`src/core/mac_tx_pkg.sv`:
```
package mac_tx_pkg;
   // Transmit buffer geometry and levels (depth must be a power of two)
   localparam int BUF_DEPTH       = 32;
   localparam int BUF_HIGH_LEVEL  = 24;
   localparam int BUF_START_LEVEL = 16;
   // Serial lane layout
   localparam int LANES           = 4;
   localparam int LANE_W          = 16;
   localparam logic [15:0] MARKER_WORD = 16'h4d3c;
   // Alignment marker spacing in line words
   localparam int AM_SPACING      = 16383;
   // High error rate: bit error ratio of one in BER_DEN
   localparam int BER_DEN         = 10000;
   localparam int BER_WINDOW      = 8192;
   // Pin synchroniser depth
   localparam int SYNC_STAGES     = 3;

   typedef enum logic [1:0] {
      LINE_IDLE,
      LINE_SEND,
      LINE_DROP
   } line_state_t;
endpackage : mac_tx_pkg

```
`src/core/lane_if.sv`:
```
`timescale 1ns/10ps
interface lane_if #(
   parameter int W = 16
);
   logic [W-1:0] data;
   logic         par;
   logic         valid;
   logic         err;

   modport src (output data, output par, output valid, input err);
   modport chk (input data, input par, input valid, output err);
endinterface : lane_if

```
`src/core/lane_parity_check.sv`:
```
`timescale 1ns/10ps
module lane_parity_check (
   input wire logic clk,
   input wire logic rstn,
   lane_if.chk      lane
);
   logic next_err;

   always_comb begin
      // Even parity over data and parity bit; odd sum is a lane error
      next_err = lane.valid && (^{lane.par, lane.data});
   end

   always_ff @(posedge clk or negedge rstn) begin
      if (!rstn) begin
         lane.err <= 1'b0;
      end else begin
         lane.err <= next_err;
      end
   end
endmodule : lane_parity_check

```
`src/core/hi_ber_monitor.sv`:
```
`timescale 1ns/10ps
module hi_ber_monitor #(
   parameter int LANES  = mac_tx_pkg::LANES,
   parameter int WINDOW = mac_tx_pkg::BER_WINDOW,
   parameter int LIMIT  = WINDOW * LANES * mac_tx_pkg::LANE_W
                          / mac_tx_pkg::BER_DEN
) (
   input  wire logic             clk,
   input  wire logic             rstn,
   input  wire logic [LANES-1:0] lane_err,
   output logic                  high_rate
);
   localparam int TW = $clog2(WINDOW);
   localparam int EW = $clog2(WINDOW * LANES + 1);

   logic [TW-1:0] tick;
   logic [TW-1:0] next_tick;
   logic [EW-1:0] errs;
   logic [EW-1:0] next_errs;
   logic          next_high_rate;
   logic [EW-1:0] sum;

   always_comb begin
      sum = errs;
      for (int i = 0; i < LANES; i++) begin
         sum = EW'(sum + EW'(lane_err[i]));
      end
      next_high_rate = high_rate;
      next_errs      = sum;
      next_tick      = TW'(tick + TW'(1));
      if (tick == TW'(WINDOW - 1)) begin
         // Verdict for the closing window, held through the next one
         next_high_rate = sum > EW'(LIMIT);
         next_errs      = '0;
         next_tick      = '0;
      end
   end

   always_ff @(posedge clk or negedge rstn) begin
      if (!rstn) begin
         tick      <= '0;
         errs      <= '0;
         high_rate <= 1'b0;
      end else begin
         tick      <= next_tick;
         errs      <= next_errs;
         high_rate <= next_high_rate;
      end
   end
endmodule : hi_ber_monitor

```
`src/core/mac_tx_flow_and_diagnostics.sv`:
```
// Functional notes
// - tx_buffer_high rises when the buffer fill reaches a fixed level.
// - tx_overflow is raised when a write arrives while the buffer is full.
// - tx_underflow_err pulses when the buffer runs dry inside a packet.
// - A packet leaves on the line with no idle slot between its words.
// - Write bandwidth must exceed line slot bandwidth on both sides.
// - Each serial lane has its own parity error strobe.
// - rx_high_error_rate_flag rises above one error in ten thousand bits.
// - Alignment markers are sent on the transmit side, one in every 16384 line slots.
// - Statistics leave as one-cycle strobes; counters live outside.
// - Loopback feeds the serial transmit lanes into the receive lanes.
`timescale 1ns/10ps
module mac_tx_flow_and_diagnostics #(
   parameter int DEPTH      = mac_tx_pkg::BUF_DEPTH,
   parameter int HIGH_LEVEL = mac_tx_pkg::BUF_HIGH_LEVEL,
   parameter int START      = mac_tx_pkg::BUF_START_LEVEL,
   parameter int LANES      = mac_tx_pkg::LANES,
   parameter int LANE_W     = mac_tx_pkg::LANE_W,
   parameter int AM_SPACING = mac_tx_pkg::AM_SPACING,
   parameter int BER_WINDOW = mac_tx_pkg::BER_WINDOW
) (
   input  wire logic                         clk,
   input  wire logic                         rstn,
   input  wire logic                         tx_ena,
   input  wire logic                         tx_sop,
   input  wire logic                         tx_eop,
   input  wire logic [LANES*LANE_W-1:0]      tx_data,
   output logic                              tx_buffer_high,
   output logic                              tx_overflow,
   output logic                              tx_underflow_err,
   input  wire logic                         line_slot,
   output logic                              line_valid,
   output logic                              line_sop,
   output logic                              line_eop,
   output logic                              line_abort,
   output logic                              line_marker,
   output logic [LANES*LANE_W-1:0]           line_data,
   output logic [LANES*(LANE_W+1)-1:0]       ser_tx_data,
   output logic                              ser_tx_valid,
   input  wire logic [LANES*(LANE_W+1)-1:0]  des_rx_data,
   input  wire logic                         des_rx_valid,
   input  wire logic                         loopback_pin,
   output logic                              stat_tx_packet,
   output logic [LANES-1:0]                  stat_rx_lane_parity_err,
   output logic                              rx_high_error_rate_flag
);
   import mac_tx_pkg::*;

   localparam int DW    = LANES * LANE_W;
   localparam int SW    = LANE_W + 1;
   localparam int WW    = DW + 2;
   localparam int AW    = $clog2(DEPTH);
   localparam int CW    = $clog2(DEPTH + 1);
   localparam int MW    = $clog2(AM_SPACING + 1);
   localparam int LIMIT = BER_WINDOW * LANES * LANE_W / BER_DEN;

   // Transmit buffer
   logic [WW-1:0]   mem [DEPTH];
   logic [AW-1:0]   wr_ptr;
   logic [AW-1:0]   next_wr_ptr;
   logic [AW-1:0]   rd_ptr;
   logic [AW-1:0]   next_rd_ptr;
   logic [CW-1:0]   fill;
   logic [CW-1:0]   next_fill;
   logic [CW-1:0]   eop_cnt;
   logic [CW-1:0]   next_eop_cnt;
   logic            wr_ok;
   logic            rd_en;
   logic [WW-1:0]   head;
   logic            head_sop;
   logic            head_eop;
   logic            buf_empty;
   logic            start_ok;

   // Line side
   line_state_t     state;
   line_state_t     next_state;
   logic [MW-1:0]   am_count;
   logic [MW-1:0]   next_am_count;
   logic            is_marker;
   logic            emit;
   logic            abort;
   logic            next_tx_buffer_high;
   logic            next_tx_overflow;
   logic            next_tx_underflow_err;
   logic            next_line_valid;
   logic            next_line_sop;
   logic            next_line_eop;
   logic            next_line_abort;
   logic            next_line_marker;
   logic [DW-1:0]   next_line_data;
   logic [LANES*SW-1:0] next_ser_tx_data;
   logic            next_ser_tx_valid;
   logic            next_stat_tx_packet;

   // Loopback pin synchroniser
   logic [SYNC_STAGES-1:0] lb_sync;
   logic            loopback;
   logic            next_loopback;

   assign head      = mem[rd_ptr];
   assign head_sop  = head[WW-1];
   assign head_eop  = head[WW-2];
   assign buf_empty = (fill == '0);

   always_comb begin
      logic [LANE_W-1:0] w;
      w = '0;
      // Full buffer refuses the word; user logic should have stopped
      wr_ok = tx_ena && (fill != CW'(DEPTH));
      // Start only with a whole packet queued or a deep enough backlog
      start_ok  = (eop_cnt != '0) || (fill >= CW'(START));
      is_marker = line_slot && (am_count == MW'(AM_SPACING));
      next_am_count = am_count;
      if (line_slot) begin
         next_am_count = is_marker ? '0 : MW'(am_count + MW'(1));
      end
      rd_en      = 1'b0;
      emit       = 1'b0;
      abort      = 1'b0;
      next_state = state;
      case (state)
         LINE_IDLE: begin
            if (line_slot && !is_marker && !buf_empty && start_ok) begin
               rd_en = 1'b1;
               // Stray words before a start are discarded
               emit  = head_sop;
               if (head_sop && !head_eop) begin
                  next_state = LINE_SEND;
               end
            end
         end
         LINE_SEND: begin
            if (line_slot && !is_marker) begin
               if (buf_empty) begin
                  // Writer paused mid-packet
                  abort      = 1'b1;
                  next_state = LINE_DROP;
               end else begin
                  rd_en = 1'b1;
                  emit  = 1'b1;
                  if (head_eop) begin
                     next_state = LINE_IDLE;
                  end
               end
            end
         end
         LINE_DROP: begin
            // Flush the rest of the broken packet without sending it
            if (!buf_empty) begin
               rd_en = 1'b1;
               if (head_eop) begin
                  next_state = LINE_IDLE;
               end
            end
         end
         default: begin
            next_state = LINE_IDLE;
         end
      endcase

      next_wr_ptr  = wr_ok ? AW'(wr_ptr + AW'(1)) : wr_ptr;
      next_rd_ptr  = rd_en ? AW'(rd_ptr + AW'(1)) : rd_ptr;
      next_fill    = CW'(fill + CW'(wr_ok) - CW'(rd_en));
      next_eop_cnt = CW'(eop_cnt + CW'(wr_ok && tx_eop)
                         - CW'(rd_en && head_eop));

      next_tx_buffer_high   = next_fill >= CW'(HIGH_LEVEL);
      // Sticky until reset so it cannot be missed
      next_tx_overflow      = tx_overflow || (tx_ena && !wr_ok);
      next_tx_underflow_err = abort;

      next_line_valid  = emit;
      next_line_sop    = emit && head_sop;
      next_line_eop    = emit && head_eop;
      next_line_abort  = abort;
      next_line_marker = is_marker;
      next_line_data   = emit ? head[DW-1:0] : '0;
      next_stat_tx_packet = emit && head_eop;

      next_ser_tx_valid = emit || is_marker;
      for (int i = 0; i < LANES; i++) begin
         w = is_marker ? MARKER_WORD[LANE_W-1:0]
             : (emit ? head[i*LANE_W +: LANE_W] : '0);
         next_ser_tx_data[i*SW +: SW] = {^w, w};
      end

      // Pin level accepted once the last two stages agree
      next_loopback = (lb_sync[1] == lb_sync[2]) ? lb_sync[2] : loopback;
   end

   always_ff @(posedge clk) begin
      if (wr_ok) begin
         mem[wr_ptr] <= {tx_sop, tx_eop, tx_data};
      end
   end

   always_ff @(posedge clk or negedge rstn) begin
      if (!rstn) begin
         wr_ptr           <= '0;
         rd_ptr           <= '0;
         fill             <= '0;
         eop_cnt          <= '0;
         state            <= LINE_IDLE;
         am_count         <= '0;
         tx_buffer_high   <= 1'b0;
         tx_overflow      <= 1'b0;
         tx_underflow_err <= 1'b0;
         line_valid       <= 1'b0;
         line_sop         <= 1'b0;
         line_eop         <= 1'b0;
         line_abort       <= 1'b0;
         line_marker      <= 1'b0;
         line_data        <= '0;
         ser_tx_data      <= '0;
         ser_tx_valid     <= 1'b0;
         stat_tx_packet   <= 1'b0;
         lb_sync          <= '0;
         loopback         <= 1'b0;
      end else begin
         wr_ptr           <= next_wr_ptr;
         rd_ptr           <= next_rd_ptr;
         fill             <= next_fill;
         eop_cnt          <= next_eop_cnt;
         state            <= next_state;
         am_count         <= next_am_count;
         tx_buffer_high   <= next_tx_buffer_high;
         tx_overflow      <= next_tx_overflow;
         tx_underflow_err <= next_tx_underflow_err;
         line_valid       <= next_line_valid;
         line_sop         <= next_line_sop;
         line_eop         <= next_line_eop;
         line_abort       <= next_line_abort;
         line_marker      <= next_line_marker;
         line_data        <= next_line_data;
         ser_tx_data      <= next_ser_tx_data;
         ser_tx_valid     <= next_ser_tx_valid;
         stat_tx_packet   <= next_stat_tx_packet;
         lb_sync          <= {lb_sync[SYNC_STAGES-2:0], loopback_pin};
         loopback         <= next_loopback;
      end
   end

   // Receive lanes: deserializer or the local transmit lanes
   lane_if #(.W(LANE_W)) lane [LANES] ();
   logic [LANES-1:0] lane_err;

   for (genvar g = 0; g < LANES; g++) begin : g_lane
      assign lane[g].data  = loopback ? ser_tx_data[g*SW +: LANE_W]
                                      : des_rx_data[g*SW +: LANE_W];
      assign lane[g].par   = loopback ? ser_tx_data[g*SW + LANE_W]
                                      : des_rx_data[g*SW + LANE_W];
      assign lane[g].valid = loopback ? ser_tx_valid : des_rx_valid;
      assign lane_err[g]   = lane[g].err;
      assign stat_rx_lane_parity_err[g] = lane[g].err;

      lane_parity_check u_check (
         .clk  (clk),
         .rstn (rstn),
         .lane (lane[g].chk)
      );
   end

   hi_ber_monitor #(
      .LANES  (LANES),
      .WINDOW (BER_WINDOW),
      .LIMIT  (LIMIT)
   ) u_hi_ber (
      .clk       (clk),
      .rstn      (rstn),
      .lane_err  (lane_err),
      .high_rate (rx_high_error_rate_flag)
   );
endmodule : mac_tx_flow_and_diagnostics

```
`config.mk`:
```
export PLATFORM = sky130hd
export DESIGN_NAME = mac_tx_flow_and_diagnostics
export DESIGN_NICKNAME = d
export VERILOG_FILES = /design/src/core/mac_tx_pkg.sv /design/src/core/lane_if.sv /design/src/core/lane_parity_check.sv /design/src/core/hi_ber_monitor.sv /design/src/core/mac_tx_flow_and_diagnostics.sv
export SDC_FILE = /design/constraint.sdc
export NUM_CORES = 2
export LEC_CHECK = 0
export BUFFER_PORTS_ARGS = -buffer_cell sky130_fd_sc_hd__buf_2
export CORE_MARGIN = 10
export CORE_UTILIZATION = 40
export DETAILED_ROUTE_END_ITERATION = 6
export RECOVER_POWER = 50
export SETUP_SLACK_MARGIN = 0.2
export SLEW_MARGIN = 30
export SYNTH_ARGS = -nofsm -noshare
export SYNTH_HDL_FRONTEND = slang
export SYNTH_SLANG_ARGS = --single-unit
```
`constraint.sdc`:
```
create_clock -name clk -period 10.6 [get_ports clk]
set_input_delay 2.65 -clock clk [delete_from_list [all_inputs] [get_ports clk]]
set_output_delay 2.65 -clock clk [all_outputs]
set_load 0.01 [all_outputs]
```
## Yosys cells after proc, flatten, opt, wreduce, memory -nomap -nowiden

Memory sizes are Yosys's and may differ from the RTL's.
Index checks and enable logic that the tools add are counted.
Widths: inputs -> output; s select.

- Register bits: 216
- Memory bits (writable): 2112
- Input bits: 140
- Output and inout bits: 147
- Logic and storage cells: 124
- Memories kept: 1

- Add/sub/neg operators: 12
- Order comparisons: 3
- Eq/ne operators: 10
- Muxes and demuxes: 39
- Reduce and logical (&&, ||, !) cells: 34

Memories:

| memory | words | width | rd ports | clocked after memory_dff | wr ports | line | text |
|---|---|---|---|---|---|---|---|
| mem | 32 | 66 | 1 | 0 | 1 | mac_tx_flow_and_diagnostics.sv:58 | `logic [WW-1:0] mem [DEPTH];` |

Operators by type and width:

| cell | count |
|---|---|
| $mux 16 | 13 |
| $reduce_xor 17->1 | 4 |
| $add 16x1->16 | 4 |
| $mux 64 | 1 |
| $reduce_xor 16->1 | 4 |
| $gt 16x6->1 const B | 1 |
| $logic_and 1x1->1 | 15 |
| $add 14x1->14 const B | 1 |
| $eq 14x14->1 const B | 1 |
| $mux 1 | 14 |
| $mux 14 | 1 |
| $add 13x1->13 const B | 1 |
| $eq 13x13->1 const B | 1 |
| $mux 13 | 1 |
| $add 6x1->6 | 2 |
| $ge 6x5->1 const B | 2 |
| $mux 2 | 6 |
| $sub 6x1->6 | 2 |
| $add 5x1->5 const B | 2 |
| $ne 2x2->1 const B | 4 |
| $logic_not 6->1 | 1 |
| $ne 6x6->1 const B | 1 |
| $pmux 2 s3 | 1 |
| $reduce_bool 6->1 | 1 |
| 9 further kinds | 14 |

## Longest topological paths before layout

- Depth after elaboration: 11
- Gate-level depth with buffers: 23
- Mapped depth without buffers: 18

## Cells and area by module

From an unflattened synthesis, not the netlist that was laid out.

- Cell total of the unflattened synthesis: 4360
- Area total of the unflattened synthesis: 90957.2 µm²

By module, submodules not included:

| module | instances | cells an instance | area each (µm²) | seq. area each (µm²) |
|---|---|---|---|---|
| mac_tx_flow_and_diagnostics | 1 | 4109 | 88471.1 | 67975.2 |
| hi_ber_monitor | 1 | 179 | 1725.4 | 750.7 |
| lane_parity_check | 4 | 18 | 190.2 | 25.0 |

## Worst setup path before layout

OpenSTA, ideal clock, no wires.

- Path type: input-to-reg
- Start: in tx_ena
- End: mem mem[31][0] (netlist name) (enable)
- Library setup time: 491 ps
- Data arrival time: 6246 ps
- Required time: 10109 ps
- Setup slack: 3863 ps
- Cell stages on the path: 4
- Buffers on the path: 1
- Path through: a21boi_1 nand2_1 clkbuf_1 nor2_1

- Longest elaborated chain between the ends: 3

RTL lines:

| item | line | text |
|---|---|---|
| start, declared | mac_tx_flow_and_diagnostics.sv:24 | `input wire logic tx_ena,` |
| $logic_and 1x1->1 | mac_tx_flow_and_diagnostics.sv:110 | `wr_ok = tx_ena && (fill != CW'(DEPTH));` |
| $mux 1 | mac_tx_flow_and_diagnostics.sv:193 | `if (wr_ok) begin` |
| $mux 1 (not written as such) | mac_tx_flow_and_diagnostics.sv:194 | `mem[wr_ptr] <= {tx_sop, tx_eop, tx_data};` |
| end, declared | mac_tx_flow_and_diagnostics.sv:58 |  |

Every way passes these cells.

## Worst setup path in the final report

- Start: in line_slot
- End: reg ser_tx_data[67]

- Longest elaborated chain between the ends: 10
- Elaborated cells on any way between the ends: 11
- Those cells by class: mux: 5; reduce/logical: 6

RTL lines:

| item | line | text |
|---|---|---|
| start, declared | mac_tx_flow_and_diagnostics.sv:31 | `input wire logic line_slot,` |
| $logic_and 1x1->1 | mac_tx_flow_and_diagnostics.sv:113 | `is_marker = line_slot && (am_count == MW'(AM_SPACING));` |
| $logic_not 1->1 | mac_tx_flow_and_diagnostics.sv:124, mac_tx_flow_and_diagnostics.sv:134 |  |
| $logic_and 1x1->1 | mac_tx_flow_and_diagnostics.sv:124, mac_tx_flow_and_diagnostics.sv:134 |  |
| $logic_and 1x1->1 (2 in series) | mac_tx_flow_and_diagnostics.sv:124 | `if (line_slot && !is_marker && !buf_empty && start_ok) begin` |
| $mux 1 | mac_tx_flow_and_diagnostics.sv:124 |  |
| $pmux 1 s2 | mac_tx_flow_and_diagnostics.sv:122 | `case (state)` |
| $mux 16 | mac_tx_flow_and_diagnostics.sv:184 | `: (emit ? head[i*LANE_W +: LANE_W] : '0);` |
| $mux 16 (*) | mac_tx_flow_and_diagnostics.sv:183 | `w = is_marker ? MARKER_WORD[LANE_W-1:0]` |
| $reduce_xor 16->1 (*) | mac_tx_flow_and_diagnostics.sv:185 | `next_ser_tx_data[i*SW +: SW] = {^w, w};` |
| named net next_ser_tx_data[67] | mac_tx_flow_and_diagnostics.sv:92 | `logic [LANES*SW-1:0] next_ser_tx_data;` |
| end signal, assigned | mac_tx_flow_and_diagnostics.sv:236 | `ser_tx_data <= next_ser_tx_data;` |
| end, declared | mac_tx_flow_and_diagnostics.sv:38 | `output logic [LANES*(LANE_W+1)-1:0] ser_tx_data,` |

The timed path passes the listed nets; every way through them passes the cells marked *.
A chain may end at the register's enable or synchronous reset.

==> results.sh <==
export IMPL_outcome="finished, violations left"
export IMPL_violations="capacitance limit, slew limit"
export IMPL_pin_count=287
export IMPL_clock_sinks=2328
export IMPL_yosys_warnings=0
export IMPL_max_slew_margin_pct=-106
export IMPL_antenna_found_initial=25
export IMPL_timing_final_crit_period_ns=6.08
export IMPL_grt_max_degree=111
export IMPL_synth_area_leader_cell="edfxtp_1"
export IMPL_htreeDepth=4
export IMPL_drc_errors=0
export IMPL_crit_path_end_kind="register"
export IMPL_ir_worst_vdd_v=0.000215
export IMPL_clk_pin_slew_ns=0.06
export IMPL_coreArea_mm2=0.227
export IMPL_async_flop_share_pct=9.28
export IMPL_row_count=175
export IMPL_gp_congestion=0.935
export IMPL_syn_cell_area_mm2=0.0913
export IMPL_tns_ns=0
export IMPL_hold_viol_final=0
export IMPL_die_x_um=498
export IMPL_place_area_mm2=0.0964
export IMPL_final_cells=8130
export IMPL_clock_latency_ns=0.87
export IMPL_ys_seq_area_share_pct=75.4
export IMPL_cts_resized=0
export IMPL_post_cts_setup_buffer_count=0
export IMPL_area_growth_pct=13.4
export IMPL_seq_area_mm2=0.0688
export IMPL_grt_pass1_vias=47010
export IMPL_finalCritPeriodShare_pct=57.3
export IMPL_vias=46745
export IMPL_path_cells="clkbuf_1 -> inv_1 -> nor2_1 -> nand3_1 -> clkbuf_1 -> inv_1 -> clkbuf_1 -> nor2_1 -> xnor3_1 -> xnor2_1 -> or2_0 -> a311o_1 -> o211ai_1"
export IMPL_p_leak_nw=34.4
export IMPL_syn_inst=4517
export IMPL_required_ns=11.38
export IMPL_grt_first_pass_wirelength_um=366000
export IMPL_critPathLaunchType="input pin"
export IMPL_hpwl_um=157000
export IMPL_placed_cells=7707
export IMPL_utilization_pct=45.5
export IMPL_setup_viol=0
export IMPL_root_buffer="clkbuf_16"
export IMPL_ys_types=90
export IMPL_crit_slowest_cell="clkbuf_1"
export IMPL_first_pass_iters=6
export IMPL_drt_first_iter_violations=5314
export IMPL_max_freq_mhz=165
export IMPL_fin_area_mm2=0.103
export IMPL_hp_class="reg -> reg"
export IMPL_overflow=0
export IMPL_netlist_top_cells_area="edfxtp_1, mux4_2, dfrtp_1, mux2i_1, xnor2_1"
export IMPL_worstPathArrival_ns=6.86
export IMPL_cts_made_buffers=227
export IMPL_multi_input_area_mm2=0.0210
export IMPL_finalPower_mw=29.8
export IMPL_synth_top_area_share_pct=69.5
export IMPL_port_buffers=286
export IMPL_wl_per_cell_um=31.9
export IMPL_slew_viol_final=977
export IMPL_cts_tree="yes"
export IMPL_die_h_um=498
export IMPL_drive_gt1_share_pct=24.0
export IMPL_drv_cap=31
export IMPL_cp_slowest_stage_delay_ns=0.92
export IMPL_worstSetupPathType="in -> reg"
export IMPL_clockBufferDepth=3
export IMPL_power_density_mw_per_mm2=288
export IMPL_tightest_slew_ns=3.09
export IMPL_vias_per_cell=5.75
export IMPL_synthFlopType="edfxtp_1"
export IMPL_ys_ff_latch=2328
export IMPL_dieArea_mm2=0.248
export IMPL_syn_nets=4687
export IMPL_nFillCells=19252
export IMPL_nets=5100
export IMPL_setup_ws_ns=4.52
export IMPL_syn_area_per_cell_um2=20.2
export IMPL_start_util_pct=40.2
export IMPL_finClkSkew_ns=0.0693
export IMPL_whs_ns=0.350
export IMPL_wl_um=260000
export IMPL_synth_edf_count=2112
export IMPL_place_ws_ns=4.42
export IMPL_hold_buffers=0
export IMPL_grt_total_usage_pct=20.5
export IMPL_rsz0062_at_grt="false"
export IMPL_final_antenna_net_count=0
export IMPL_critPathMaxFanout=30
export IMPL_crit_top_cell="clkbuf_1"
## power breakdown
| group | internal (mW) | leakage (nW) | switching, mW |
|---|---|---|---|
| logic | 4.07 | 9.02 | 6.63 |
| clock network | 4.36 | 3.52 | 3.47 |
| registers | 10.8 | 21.8 | 0.471 |
## registers in the layout, summed over array words and instances, names as in the netlist, 2 cells and up
signal	count
am_count	14
eop_cnt	6
fill	6
g_lane.u_check.lane.err	4
lb_sync	3
line_data	64
mem	2112
rd_ptr	5
ser_tx_data	68
state	2
u_hi_ber.errs	16
u_hi_ber.tick	13
wr_ptr	5
## cells by family after synthesis
| group | synth area share (%) |
|---|---|
| xor+xnor | 1.97 |
| buf+inv | 1.88 |
| mux | 14.5 |
| compound gates | 2.84 |
| flops | 75.4 |
| simple gates | 2.88 |
| fa+ha+maj | 0.463 |
## per-layer routing
metal	global-route usage (%)	vias up	routed length, um
met2	32.1	2143	121000
met5	0	-	113
met4	5.30	20	6930
li1	-	19075	-
met1	28.7	25142	107000
met3	5.14	365	24600
## worst paths after layout
check,depth (start not counted),slack (ns),from,endpoint
min reg2reg,0,0.35,lb_sync[0],lb_sync[1]
max reg2reg,12,4.82,rd_ptr[0],ser_tx_data[67]
min,0,0.35,lb_sync[0],lb_sync[1]
max,13,4.52,line_slot,ser_tx_data[67]
min in group asynchronous,1,1.82,rstn,ser_tx_data[57]
max in group asynchronous,2,4.85,rstn,rd_ptr[2]
## critical path: cells and delay by family
family                    cells  cell delay, ns
AOI/OAI and AO/OA             2            0.44
xor gates and xnor gates      2            0.77
buffers and inverters         5            2.06
and+or+nand+nor               4            0.90
## cell type report
type,count,share of cell area [%]
antenna,5,0.0121
clock inverter,120,1.09
sequential,2328,66.5
tap,3009,3.64
inverter,42,0.158
multi-input combinational,1920,20.3
timing repair buffer,411,2.40
clock buffer,295,5.90
## cells in the final DEF, fill, tap and decap left out, drive strengths merged, types with 7 or more instances in the layout
cell type / Yosys / routed
mux2i: 225 / 225
nand3: 30 / 30
o211ai: 13 / 13
dfrtp: 216 / 216
mux4: 477 / 477
clkinv: 2 / 93
a22oi: 59 / 59
o21ai: 72 / 72
a2111oi: 7 / 7
nor3: 18 / 18
nor2: 240 / 240
nor2b: 15 / 15
xnor2: 134 / 134
bufinv: 0 / 12
nand4: 12 / 12
ha: 25 / 25
a211oi: 15 / 15
edfxtp: 2112 / 2112
o22ai: 29 / 29
o221ai: 11 / 11
nand2: 154 / 154
a21oi: 78 / 78
or2: 17 / 17
nand2b: 14 / 14
xor2: 68 / 68
mux2: 22 / 22
buf: 168 / 333
clkbuf: 59 / 373
a221oi: 24 / 24
a31oi: 26 / 26
and2: 31 / 31
inv: 40 / 48
and3: 17 / 17
clkinvlp: 0 / 9
## Yosys cell counts (12+ instances only)
cell type	number
a22oi_1	57
dfrtp_1	216
mux2_2	22
o211ai_1	13
nand4_1	12
buf_6	43
a21oi_1	77
nand3_1	30
edfxtp_1	2112
nor2_1	239
mux4_2	472
and2_1	31
a31oi_1	24
xor2_1	67
nor3_1	17
nor2b_1	15
xnor2_1	134
inv_1	38
mux2i_1	223
a211oi_1	14
a221oi_1	24
buf_2	40
clkbuf_1	59
and3_1	17
o22ai_1	29
nand2b_1	14
nand2_1	154
o21ai_0	68
ha_1	25
buf_4	57
or2_2	16
buf_1	19
Power figures use the tool's default switching activity.
